<file path="config.mk">
export PLATFORM = sky130hd
export DESIGN_NAME = mecs_top
export DESIGN_NICKNAME = d
export VERILOG_FILES = /design/src/mecs_pkg.sv /design/src/mecs_clk_switch.sv /design/src/mecs_sync.sv /design/src/mecs_top.sv
export VERILOG_INCLUDE_DIRS = /design/src /design/src/src
export SDC_FILE = /design/constraint.sdc
export NUM_CORES = 1
export LEC_CHECK = 0
export BUFFER_PORTS_ARGS = -buffer_cell sky130_fd_sc_hd__buf_2
export CORE_ASPECT_RATIO = 1.1
export CORE_MARGIN = 1
export CORE_UTILIZATION = 30
export CTS_BUF_LIST = sky130_fd_sc_hd__clkbuf_4 sky130_fd_sc_hd__clkbuf_8
export CTS_CLUSTER_SIZE = 20
export DETAILED_ROUTE_END_ITERATION = 7
export MAX_ROUTING_LAYER = met4
export PLACE_DENSITY = 0.49
export SLEW_MARGIN = 20
export SYNTH_ARGS = -nofsm -noshare
export SYNTH_HDL_FRONTEND = slang
export SYNTH_HIERARCHICAL = 1
export SYNTH_SLANG_ARGS = --single-unit
</file>
<file path="constraint.sdc">
create_clock -name clk -period 6.4 [get_ports clk]
set_clock_uncertainty 0.2 [all_clocks]
set_input_delay 0 -clock clk [delete_from_list [all_inputs] [get_ports clk]]
set_output_delay 0 -clock clk [all_outputs]
set_load 0.01 [all_outputs]
</file>
<file path="src/mecs_cfg.svh">
`ifndef MECS_CFG_SVH
`define MECS_CFG_SVH

////////////////////////////////////////////////////////////////////////////
// Register byte offsets, one aligned word each
`define MECS_OFS_MODE_CTRL  8'h00
`define MECS_OFS_STATUS     8'h04
`define MECS_OFS_IRQ_STAT   8'h08
`define MECS_OFS_IRQ_MASK   8'h0c
`define MECS_OFS_PERIPH     8'h10
`define MECS_OFS_RST_STAT   8'h14
// Mode configuration words, one per mode code, 0x40 to 0x7c
`define MECS_CFG_REGION     2'b01

////////////////////////////////////////////////////////////////////////////
// Mode control word layout and keys
`define MECS_MC_MODE_MSB    31
`define MECS_MC_MODE_LSB    28
`define MECS_KEY            16'h5af0
`define MECS_KEY_INV        16'ha50f

// Mode codes
`define MECS_MODE_FALLBACK  4'h2
`define MECS_MODE_DEFAULT_RUN_MODE      4'h3
`define MECS_MODE_RUN0      4'h4
`define MECS_MODE_RUN_MODE_THREE      4'h7
`define MECS_MODE_HALT_MODE_ZERO     4'h8
`define MECS_MODE_DEEP_STOP_MODE     4'ha

////////////////////////////////////////////////////////////////////////////
// Mode configuration fields
`define MECS_CFG_W          9
`define MECS_CFG_CLK_MSB    3
`define MECS_CFG_CLK_LSB    0
`define MECS_CFG_FIRC       4
`define MECS_CFG_XOSC       5
`define MECS_CFG_PLL        6
`define MECS_CFG_MVR        7
`define MECS_CFG_FLASH      8
`define MECS_CFG_RST        9'h190

// System clock source codes
`define MECS_CLK_FIRC       4'h0
`define MECS_CLK_XOSC       4'h2
`define MECS_CLK_XOSC_DIV   4'h3
`define MECS_CLK_PLL        4'h4
`define MECS_CLK_OFF        4'hf

////////////////////////////////////////////////////////////////////////////
// Status fields, reset values and counts
`define MECS_IRQ_DONE       0
`define MECS_IRQ_ICONF      1
`define MECS_RS_CHKSTOP     0
`define MECS_RS_FUNC        1
`define MECS_PERIPH_RST     16'h00f8
`define MECS_SWITCH_CYCLES  2
`define MECS_CHKSTOP_WIN    3'h4

`endif

</file>
<file path="src/mecs_pkg.sv">
package mecs_pkg;

	// Mode sequencer states
	typedef enum logic [3:0] {
		MS_IDLE  = 4'b0001,
		MS_KEYED = 4'b0010,
		MS_TRANS = 4'b0100,
		MS_LPM   = 4'b1000
	} mecs_mode_st_t;

	// Clock switch states
	typedef enum logic [3:0] {
		CS_IDLE   = 4'b0001,
		CS_VERIFY = 4'b0010,
		CS_SWITCH = 4'b0100,
		CS_STALL  = 4'b1000
	} mecs_cs_st_t;

endpackage : mecs_pkg

</file>
<file path="src/mecs_clk_switch.sv">
`timescale 1ns/100ps
`include "mecs_cfg.svh"
module mecs_clk_switch #(
	parameter int SWITCH_CYCLES = `MECS_SWITCH_CYCLES
) (
	// Clock and resets
	input  wire logic        clk,
	input  wire logic        rst,
	input  wire logic        soft_rst,
	// Switch request
	input  wire logic        start,
	input  wire logic [3:0]  target,
	input  wire logic [15:0] avail,
	// Result
	output logic      [3:0]  sel,
	output logic             done,
	output logic             stalled
);

	typedef struct packed {
		mecs_pkg::mecs_cs_st_t st;
		logic [3:0]            sel;
		logic [3:0]            tgt;
		logic [1:0]            cnt;
		logic                  done;
		logic                  stalled;
	} mecs_cs_t;

	mecs_cs_t q;
	mecs_cs_t next_q;

	// Verify the target first, then move over while it keeps running
	always_comb
	begin
		next_q = q;
		next_q.done = 1'b0;
		case (q.st)
			mecs_pkg::CS_IDLE, mecs_pkg::CS_VERIFY, mecs_pkg::CS_SWITCH:
			begin
				if (start)
				begin
					next_q.tgt = target;
					next_q.st = mecs_pkg::CS_VERIFY;
				end
				else if (q.st == mecs_pkg::CS_VERIFY && avail[q.tgt])
				begin
					next_q.cnt = 2'h0;
					next_q.st = mecs_pkg::CS_SWITCH;
				end
				// Target died mid-switch: only a reset gets out of this
				else if (q.st == mecs_pkg::CS_SWITCH && !avail[q.tgt])
				begin
					next_q.st = mecs_pkg::CS_STALL;
					next_q.stalled = 1'b1;
				end
				else if (q.st == mecs_pkg::CS_SWITCH &&
					q.cnt == 2'(SWITCH_CYCLES - 1))
				begin
					next_q.sel = q.tgt;
					next_q.done = 1'b1;
					next_q.st = mecs_pkg::CS_IDLE;
				end
				else if (q.st == mecs_pkg::CS_SWITCH)
					next_q.cnt = q.cnt + 2'h1;
			end
			mecs_pkg::CS_STALL:
				next_q.stalled = 1'b1;
			default:
				next_q.st = mecs_pkg::CS_IDLE;
		endcase
		if (soft_rst)
		begin
			next_q.st = mecs_pkg::CS_IDLE;
			next_q.sel = `MECS_CLK_FIRC;
			next_q.stalled = 1'b0;
			next_q.done = 1'b0;
		end
	end

	always_ff @(posedge clk or posedge rst)
	begin
		if (rst)
		begin
			q.st <= mecs_pkg::CS_IDLE;
			q.sel <= `MECS_CLK_FIRC;
			q.tgt <= `MECS_CLK_FIRC;
			q.cnt <= 2'h0;
			q.done <= 1'b0;
			q.stalled <= 1'b0;
		end
		else
			q <= next_q;
	end

	assign sel = q.sel;
	assign done = q.done;
	assign stalled = q.stalled;

endmodule : mecs_clk_switch

</file>
<file path="src/mecs_sync.sv">
`timescale 1ns/100ps
module mecs_sync #(
	parameter int W = 1
) (
	// Clock and reset
	input  wire logic         clk,
	input  wire logic         rst,
	// Asynchronous levels in, filtered levels out
	input  wire logic [W-1:0] async_in,
	output logic      [W-1:0] sync_out
);

	typedef struct packed {
		logic [W-1:0] s1;
		logic [W-1:0] s2;
		logic [W-1:0] s3;
		logic [W-1:0] out;
	} mecs_sync_t;

	mecs_sync_t q;
	mecs_sync_t next_q;

	// Output follows only where second and third stage agree
	always_comb
	begin
		next_q = q;
		next_q.s1 = async_in;
		next_q.s2 = q.s1;
		next_q.s3 = q.s2;
		next_q.out = (q.s3 & ~(q.s2 ^ q.s3)) | (q.out & (q.s2 ^ q.s3));
	end

	always_ff @(posedge clk or posedge rst)
	begin
		if (rst)
			q <= '0;
		else
			q <= next_q;
	end

	assign sync_out = q.out;

endmodule : mecs_sync

</file>
<file path="src/mecs_top.sv">
// Our own choices: the Avalon-MM interface to the registers and the register addresses.
`timescale 1ns/100ps
`include "mecs_cfg.svh"
module mecs_top #(
	parameter int SWITCH_CYCLES = `MECS_SWITCH_CYCLES
) (
	// Clock and reset
	input  wire logic        clk,
	input  wire logic        rst,
	input  wire logic        func_reset,
	// Avalon-MM slave
	input  wire logic [7:0]  address,
	input  wire logic        read,
	input  wire logic        write,
	input  wire logic [31:0] writedata,
	input  wire logic [3:0]  byteenable,
	output logic      [31:0] readdata,
	output logic             waitrequest,
	// Asynchronous pins: firc, xosc, pll ready, fallback, wakeup
	input  wire logic        firc_ready_pin,
	input  wire logic        xosc_ready_pin,
	input  wire logic        pll_ready_pin,
	input  wire logic        fallback_req_pin,
	input  wire logic        wakeup_pin,
	// Same-domain inputs
	input  wire logic        irq_pending,
	input  wire logic        can_disabled,
	// Clock, power and peripheral controls
	output logic      [3:0]  system_clock_select_sel,
	output logic             xosc_en,
	output logic             firc_en,
	output logic             pll_en,
	output logic             mvr_en,
	output logic             flash_en,
	output logic             can_clk_en,
	output logic      [3:0]  mode,
	output logic             checkstop_req,
	output logic             irq
);

	typedef struct packed {
		mecs_pkg::mecs_mode_st_t                 mst;
		logic [3:0]                              cur_mode;
		logic [3:0]                              tgt_mode;
		logic [3:0]                              ret_mode;
		logic                                    active;
		logic                                    cs_start;
		logic                                    cs_ok;
		logic                                    soft_rst;
		logic [2:0]                              win_cnt;
		logic [1:0]                              irq_stat;
		logic [1:0]                              irq_mask;
		logic [15:0]                             periph;
		logic [15:0][`MECS_CFG_W-1:0]            cfg;
		logic                                    chk_flag;
		logic                                    func_flag;
		logic                                    waitreq;
		logic [31:0]                             rdata;
		logic                                    xosc_en;
		logic                                    firc_en;
		logic                                    pll_en;
		logic                                    mvr_en;
		logic                                    flash_en;
		logic                                    can_clk_en;
		logic                                    chk_req;
		logic                                    irq;
	} mecs_top_t;

	mecs_top_t             q;
	mecs_top_t             next_q;
	logic [2:0]            pin_s;
	logic                  fb_s;
	logic                  wake_s;
	logic [15:0]           avail;
	logic [3:0]            cs_sel;
	logic                  cs_done;
	logic                  cs_stall;
	logic [`MECS_CFG_W-1:0] tcfg;
	logic [`MECS_CFG_W-1:0] wcfg;
	logic [3:0]            req_mode;
	logic                  wr_full;
	logic                  mc_wr;
	logic                  key1;
	logic                  key2;
	logic                  tgt_lp;
	logic                  can_block;
	logic [31:0]           rd_mux;
	logic                  do_start;
	logic [3:0]            start_mode;
	logic [1:0]            irq_set;
	logic                  chk;

	////////////////////////////////////////////////////////////////////////
	// Pin synchronisers and clock switch

	mecs_sync #(.W(5)) u_sync (
		.clk      (clk),
		.rst      (rst),
		.async_in ({wakeup_pin, fallback_req_pin, pll_ready_pin,
			xosc_ready_pin, firc_ready_pin}),
		.sync_out ({wake_s, fb_s, pin_s})
	);

	// Source availability by clock code; off is always reachable
	assign avail = {1'b1, 10'h000, pin_s[2], pin_s[1], pin_s[1],
		1'b0, pin_s[0]};

	mecs_clk_switch #(.SWITCH_CYCLES(SWITCH_CYCLES)) u_cs (
		.clk      (clk),
		.rst      (rst),
		.soft_rst (q.soft_rst),
		.start    (q.cs_start),
		.target   (tcfg[`MECS_CFG_CLK_MSB:`MECS_CFG_CLK_LSB]),
		.avail    (avail),
		.sel      (cs_sel),
		.done     (cs_done),
		.stalled  (cs_stall)
	);

	////////////////////////////////////////////////////////////////////////
	// Bus decode helpers

	assign tcfg = q.cfg[q.tgt_mode];
	assign wcfg = writedata[`MECS_CFG_W-1:0];
	assign req_mode = writedata[`MECS_MC_MODE_MSB:`MECS_MC_MODE_LSB];
	// Partial-word writes are dropped
	assign wr_full = write && !q.waitreq && byteenable == 4'hf;
	assign mc_wr = wr_full && address == `MECS_OFS_MODE_CTRL;
	assign key1 = mc_wr && writedata[15:0] == `MECS_KEY;
	assign key2 = mc_wr && writedata[15:0] == `MECS_KEY_INV;
	assign tgt_lp = q.tgt_mode == `MECS_MODE_HALT_MODE_ZERO ||
		q.tgt_mode == `MECS_MODE_DEEP_STOP_MODE;
	// hold completion while CAN still runs
	assign can_block = q.periph[q.cur_mode] && !q.periph[q.tgt_mode] &&
		!can_disabled;

	// Read mux, unmapped words read zero
	always_comb
	begin
		rd_mux = 32'h0000_0000;
		if (address[7:6] == `MECS_CFG_REGION)
			rd_mux = {23'h000000, q.cfg[address[5:2]]};
		else
			case (address)
				`MECS_OFS_MODE_CTRL: rd_mux = {q.tgt_mode, 28'h0000000};
				`MECS_OFS_STATUS: rd_mux = {q.cur_mode, q.active, cs_stall,
					22'h000000, cs_sel};
				`MECS_OFS_IRQ_STAT: rd_mux = {30'h00000000, q.irq_stat};
				`MECS_OFS_IRQ_MASK: rd_mux = {30'h00000000, q.irq_mask};
				`MECS_OFS_PERIPH: rd_mux = {16'h0000, q.periph};
				`MECS_OFS_RST_STAT: rd_mux = {30'h00000000, q.func_flag,
					q.chk_flag};
				default: rd_mux = 32'h0000_0000;
			endcase
	end

	////////////////////////////////////////////////////////////////////////
	// Next state

	always_comb
	begin
		next_q = q;
		do_start = 1'b0;
		start_mode = q.tgt_mode;
		irq_set = 2'b00;
		chk = 1'b0;
		next_q.cs_start = 1'b0;
		next_q.soft_rst = 1'b0;
		next_q.chk_req = 1'b0;

		// One wait cycle per access, answer in the second
		next_q.waitreq = !((read || write) && q.waitreq);
		if (read && q.waitreq)
			next_q.rdata = rd_mux;

		// Plain register writes
		if (wr_full && address[7:6] == `MECS_CFG_REGION)
		begin
			next_q.cfg[address[5:2]] = wcfg;
			// flag invalid oscillator and pll pairing
			if (wcfg[`MECS_CFG_PLL] && !wcfg[`MECS_CFG_XOSC])
				irq_set[`MECS_IRQ_ICONF] = 1'b1;
		end
		if (wr_full && address == `MECS_OFS_IRQ_MASK)
			next_q.irq_mask = writedata[1:0];
		if (wr_full && address == `MECS_OFS_PERIPH)
			next_q.periph = writedata[15:0];

		// Mode sequencer
		case (q.mst)
			mecs_pkg::MS_IDLE:
			begin
				if (key1)
				begin
					next_q.tgt_mode = req_mode;
					next_q.mst = mecs_pkg::MS_KEYED;
				end
			end
			mecs_pkg::MS_KEYED:
			begin
				// wrong second write drops the sequence
				if (wr_full)
					next_q.mst = mecs_pkg::MS_IDLE;
				if (key2 && req_mode == q.tgt_mode)
				begin
					if (tcfg[`MECS_CFG_PLL] && !tcfg[`MECS_CFG_XOSC])
						irq_set[`MECS_IRQ_ICONF] = 1'b1;
					else
						do_start = 1'b1;
				end
			end
			mecs_pkg::MS_TRANS:
			begin
				if (q.win_cnt != 3'h0)
					next_q.win_cnt = q.win_cnt - 3'h1;
				if (cs_done)
					next_q.cs_ok = 1'b1;
				// Keep old sources on until the new clock is in place
				next_q.firc_en = q.firc_en | tcfg[`MECS_CFG_FIRC];
				next_q.xosc_en = q.xosc_en | tcfg[`MECS_CFG_XOSC];
				next_q.pll_en = q.pll_en | tcfg[`MECS_CFG_PLL];
				next_q.flash_en = q.flash_en | tcfg[`MECS_CFG_FLASH];
				next_q.mvr_en = q.mvr_en | tcfg[`MECS_CFG_MVR];
				if (q.tgt_mode == `MECS_MODE_FALLBACK)
				begin
					next_q.xosc_en = 1'b0;
					next_q.pll_en = 1'b0;
				end
				// complete only with clock and CAN settled
				if (q.cs_ok && !can_block)
				begin
					next_q.cur_mode = q.tgt_mode;
					next_q.active = 1'b0;
					irq_set[`MECS_IRQ_DONE] = 1'b1;
					next_q.firc_en = tcfg[`MECS_CFG_FIRC];
					next_q.xosc_en = tcfg[`MECS_CFG_XOSC];
					next_q.pll_en = tcfg[`MECS_CFG_PLL];
					next_q.flash_en = tcfg[`MECS_CFG_FLASH];
					next_q.mvr_en = tcfg[`MECS_CFG_MVR];
					next_q.can_clk_en = q.periph[q.tgt_mode];
					next_q.mst = tgt_lp ? mecs_pkg::MS_LPM : mecs_pkg::MS_IDLE;
				end
				// early wakeup while flash powers down
				if (q.win_cnt != 3'h0 && wake_s && tgt_lp &&
					!tcfg[`MECS_CFG_FLASH])
					chk = 1'b1;
			end
			mecs_pkg::MS_LPM:
			begin
				// wake back into the requesting run mode
				if (wake_s || irq_pending)
				begin
					do_start = 1'b1;
					start_mode = q.ret_mode;
				end
			end
			default:
				next_q.mst = mecs_pkg::MS_IDLE;
		endcase

		if (fb_s && q.tgt_mode != `MECS_MODE_FALLBACK)
		begin
			do_start = 1'b1;
			start_mode = `MECS_MODE_FALLBACK;
		end

		// Launch a transition
		if (do_start)
		begin
			next_q.tgt_mode = start_mode;
			// active from the taken request onward
			next_q.active = 1'b1;
			next_q.cs_start = 1'b1;
			next_q.cs_ok = 1'b0;
			next_q.mst = mecs_pkg::MS_TRANS;
			next_q.win_cnt = `MECS_CHKSTOP_WIN;
			// remember the run mode asking for low power
			if (start_mode == `MECS_MODE_HALT_MODE_ZERO ||
				start_mode == `MECS_MODE_DEEP_STOP_MODE)
				next_q.ret_mode = q.cur_mode;
			// crystal off in the very cycle after the request
			if (start_mode == `MECS_MODE_FALLBACK)
			begin
				next_q.xosc_en = 1'b0;
				next_q.pll_en = 1'b0;
			end
		end

		// functional reset or checkstop returns to default run
		if (chk || func_reset)
		begin
			next_q.mst = mecs_pkg::MS_IDLE;
			next_q.cur_mode = `MECS_MODE_DEFAULT_RUN_MODE;
			next_q.tgt_mode = `MECS_MODE_DEFAULT_RUN_MODE;
			next_q.active = 1'b0;
			next_q.cs_start = 1'b0;
			next_q.cs_ok = 1'b0;
			next_q.soft_rst = 1'b1;
			next_q.win_cnt = 3'h0;
			next_q.firc_en = 1'b1;
			next_q.xosc_en = 1'b0;
			next_q.pll_en = 1'b0;
			next_q.mvr_en = 1'b1;
			next_q.flash_en = 1'b1;
			next_q.can_clk_en = q.periph[`MECS_MODE_DEFAULT_RUN_MODE];
		end

		// checkstop flag; set wins over clear on every sticky bit
		next_q.chk_req = chk;
		next_q.chk_flag = (q.chk_flag & !(wr_full &&
			address == `MECS_OFS_RST_STAT && writedata[`MECS_RS_CHKSTOP]))
			| chk;
		next_q.func_flag = (q.func_flag & !(wr_full &&
			address == `MECS_OFS_RST_STAT && writedata[`MECS_RS_FUNC]))
			| func_reset;
		next_q.irq_stat = (q.irq_stat & ~((wr_full &&
			address == `MECS_OFS_IRQ_STAT) ? writedata[1:0] : 2'b00))
			| irq_set;
		next_q.irq = |(next_q.irq_stat & next_q.irq_mask);
	end

	////////////////////////////////////////////////////////////////////////
	// State register

	always_ff @(posedge clk or posedge rst)
	begin
		if (rst)
		begin
			q <= '0;
			q.mst <= mecs_pkg::MS_IDLE;
			q.cur_mode <= `MECS_MODE_DEFAULT_RUN_MODE;
			q.tgt_mode <= `MECS_MODE_DEFAULT_RUN_MODE;
			q.ret_mode <= `MECS_MODE_DEFAULT_RUN_MODE;
			q.periph <= `MECS_PERIPH_RST;
			q.cfg <= {16{`MECS_CFG_RST}};
			q.waitreq <= 1'b1;
			q.firc_en <= 1'b1;
			q.mvr_en <= 1'b1;
			q.flash_en <= 1'b1;
			q.can_clk_en <= 1'b1;
		end
		else
			q <= next_q;
	end

	// Outputs straight from flip-flops
	assign readdata = q.rdata;
	assign waitrequest = q.waitreq;
	assign system_clock_select_sel = cs_sel;
	assign xosc_en = q.xosc_en;
	assign firc_en = q.firc_en;
	assign pll_en = q.pll_en;
	assign mvr_en = q.mvr_en;
	assign flash_en = q.flash_en;
	assign can_clk_en = q.can_clk_en;
	assign mode = q.cur_mode;
	assign checkstop_req = q.chk_req;
	assign irq = q.irq;

endmodule : mecs_top
</file>
==> key figures <==
Global routing
  – GRT Util Overall: 0.175
  – Total grt overflow: 0
  – Met2 usage: 0.286
  – Largest net degree at the start of global routing: between 100 and 150
  – GR peak layer: met2
  – Vias in the first global route: between 9000 and 10000
  – Met3 Track Usage GR: 0.0211
  – Global-route wire length before repair: 58.8 mm
  – Antenna violations before repair: 0
  – Met1 Usage GRT: 0.224

Synthesis
  – Largest family of logic cells by synthesized area: multiplexers
  – Xor-xnor portion of the synthesized cell area: 0.00387
  – Distinct cells, synth: 76
  – Adder-cell area share of the yosys netlist: 0.00690
  – Async set or reset register ratio after synthesis: 1.00
  – Synth Area in Compound Gates: 0.0603
  – Mux contribution to synthesized area: 0.318
  – Number of synthesized register bits: ~260
  – Post-Syn Area per Cell: around 14 µm²
  – Synth warn: 6
  – Syn Inst Count: approximately 1000
  – Post-synthesis sequential area ratio: 0.477
  – Netlist Area Pre-Place: approximately 0.014 mm²
  – Main synth FF type: dfrtp_1
  – Number of synthesized flops with an enable pin: 0
  – Simple-gate area share of the yosys netlist: 0.0808

Placed design
  – Placer congestion estimate: 0.825
  – IO buf count: 82
  – Post-Place Setup Slack: roughly 2.5 ns
  – Post-DP HPWL: approximately 24 mm

Critical path
  – R2R setup slack: roughly 2.8 ns
  – CP Launch Type: register
  – R2R cell count: 7
  – Critical Path Sink Type: register
  – CP arrival: ~3.9 ns
  – Crit Path Category: register to register
  – CP required: 6.64 ns
  – Crit-path max FO: 33

Cells and area
  – Reg area: between 0.006 and 0.007 mm²
  – Net count, final: 1163
  – Area grow syn2layout: 16.5%
  – Share of cells above drive strength 1: 0.471
  – Multi-input gate area: about 0.0065 mm²
  – Diode count: 0
  – Final core utilization: 0.355
  – Fill cells: between 4000 and 5000

Timing
  – RSZ-0062 raised after global routing: no
  – # setup viols final: 0
  – Final worst setup slack: ~2.8 ns
  – Slew headroom: 0.376
  – Fin. max-slew vios: 0
  – Fmax: ~280 MHz
  – Final min period: 3.61 ns
  – Count of final hold-check violations: 0
  – Final worst path period share: 0.564
  – Worst slew pin tran: approximately 0.94 ns
  – Fin Hold WS: 0.0376 ns
  – Final setup TNS: 0 ns

Flow run
  – MaxCap Viol Count: 0

Drt
  – Via Count: roughly 9000
  – DR DRC count: 0
  – Post-DRT Antenna Nets: 0
  – Starting DRC count in detailed routing: 520
  – Drt wl/cell: around 22 µm
  – Routed WL: a little under 40 mm
  – Initial DRT Pass Iterations: 5
  – Vias per inst: between 5 and 6

Clocking
  – Resized cells post-CTS: 0
  – Skew-Pair Late Insertion Delay: 0.59 ns
  – Cts bufs inserted: between 40 and 50
  – Postcts setup bufs: 0
  – Clock sinks: around 260
  – Root Driver: clkbuf_8
  – CTS max path bufs: 3
  – CTS tree: built
  – Worst-path clk slew: roughly 0.06 ns
  – # H-tree levels: 2

Die
  – Die width: approximately 200 µm
  – Starting Density: 0.305
  – I/O pins: around 110
  – Num rows: 81
  – Die height: roughly 230 µm
  – Die area: ~0.046 mm²
  – Placeable Area: about 0.045 mm²

Hold path
  – Worst hold path type: primary input to register
  – Hold Crit Depth: 3

Pwr
  – Worst VDD drop: approximately 0.11 mV
  – PwrDens: roughly 230 mW/mm²
  – Leakage: ~0.007 µW
  – Overall Power: approximately 3600 µW

Outcome
  – Outcome: finished clean
[worst paths after layout]
| path | start | to |
|---|---|---|
| max | q[218] | q[208] |
| min | writedata[12] | q[199] |
| max reg2reg | q[218] | q[208] |
| min reg2reg | u_sync/next_q[12] | u_sync/next_q[7] |
| max in group asynchronous | rst | q[87] |
| min in group asynchronous | rst | q[53] |
[layout make-up]
class | instances | share of cell area
timing repair buffer | 150 | 0.0680
clock inverter | 3 | 0.00126
inverter | 19 | 0.00529
tap | 581 | 0.0459
multi-input combinational | 633 | 0.409
clock buffer | 78 | 0.0603
sequential | 256 | 0.410
[routing by layer]
layer | share of wire | vias up
met4 | 0.032 | 0
met2 | 0.49 | 236
met3 | 0.036 | 82
met1 | 0.44 | 4695
met5 | 0 | -
li1 | - | 3953
[state kept, by name (all words and copies together) (netlist names), 4 cells and up, named ones only]
register       cells
u_sync/q           5
u_sync/next_q     10
readdata          22
u_cs/sel           4
u_cs/q            10
mode               4
q                185
[layout by cell type, fill, tap and decap left out, types with 4 or more instances in the layout]
cell | netlist | layout
dfrtp_1 | 190 | 190
mux2_2 | 169 | 169
mux4_2 | 96 | 96
buf_2 | 17 | 82
nand2_1 | 65 | 65
dfstp_2 | 66 | 65
clkbuf_8 | 0 | 59
dlygate4sd3_1 | 0 | 54
nor2_1 | 28 | 28
o21ai_0 | 28 | 28
conb_1 | 2 | 22
a22oi_1 | 19 | 19
clkbuf_4 | 0 | 19
inv_1 | 19 | 18
mux2i_1 | 17 | 17
nand3_1 | 15 | 15
nor3_1 | 13 | 13
buf_4 | 46 | 13
nor2b_1 | 13 | 12
a22o_1 | 10 | 10
a21oi_1 | 8 | 8
nor4b_1 | 9 | 8
nor3b_1 | 6 | 6
xnor2_1 | 6 | 6
or2_2 | 4 | 5
nand4b_1 | 5 | 5
nand4_1 | 5 | 5
and3_1 | 5 | 5
a211oi_1 | 5 | 5
maj3_2 | 5 | 5
nand3b_1 | 4 | 4
a31oi_1 | 4 | 4
and2_1 | 4 | 4
[power breakdown]
part	switching [µW]	internal, µW	total, µW
clock network	691	930	1620
logic	162	117	279
registers	37.6	1650	1690
total	891	2700	3590
[Yosys cell counts (all sizes together), types with 3 or more instances]
| library cell | instances | share of area |
|---|---|---|
| dfrtp | 190 | 0.35 |
| mux2 | 170 | 0.14 |
| mux4 | 99 | 0.16 |
| buf | 69 | 0.035 |
| dfstp | 66 | 0.13 |
| nand2 | 66 | 0.018 |
| clkbuf | 42 | 0.012 |
| nor2 | 31 | 0.0091 |
| o21ai | 28 | 0.010 |
| a22oi | 19 | 0.010 |
| inv | 19 | 0.0052 |
| mux2i | 17 | 0.013 |
| nand3 | 15 | 0.0055 |
| nor3 | 15 | 0.0063 |
| nor2b | 13 | 0.0060 |
| a22o | 10 | 0.0064 |
| nor4b | 10 | 0.0075 |
| a21oi | 9 | 0.0036 |
| a211oi | 6 | 0.0042 |
| nor3b | 6 | 0.0033 |
| xnor2 | 6 | 0.0039 |
| and2 | 5 | 0.0023 |
| and3 | 5 | 0.0023 |
| maj3 | 5 | 0.0041 |
| nand4 | 5 | 0.0023 |
| nand4b | 5 | 0.0032 |
| or2 | 5 | 0.0023 |
| a2111oi | 4 | 0.0035 |
| a31oi | 4 | 0.0018 |
| nand3b | 4 | 0.0022 |
| a221o | 3 | 0.0022 |
| a32oi | 3 | 0.0019 |
| ha | 3 | 0.0028 |
| nor4 | 3 | 0.0018 |
| o21a | 3 | 0.0017 |
[worst max-delay path: stages (launching register included)]
cell       delay [ns]
dfstp_4          0.97
buf_4            0.46
mux4_2           0.55
nand3_1          0.11
nand3_1          0.21
o2111ai_2        0.37
nand2_2          0.24
a2111oi_2        0.32
[kinds of logic after synthesis]
family	count (synthesis)
multiplexers	286
other	2
AND/OR/NAND/NOR	201
buffers and inverters	130
adder cells (fa/ha/maj)	8
AO/OA/AOI/OAI	110
XOR/XNOR	6
flip-flops	256
[timing repair]
| item | in CTS | in global routing |
|---|---|---|
| endpoints found under the hold margin | 361 | 15 |
| endpoints found under the setup margin | 0 | 0 |
| hold buffers | 53 | 1 |
[stage by stage]
stage          cell area, µm²  cells
2_1_floorplan           13700   1019
3_3_place_gp            14300   1584
3_5_place_dp            14300   1584
4_1_cts                 15800   1718
5_1_grt                 15800   1720
6_report                15800   1720
Note: power is estimated with default switching activity, not from simulation.
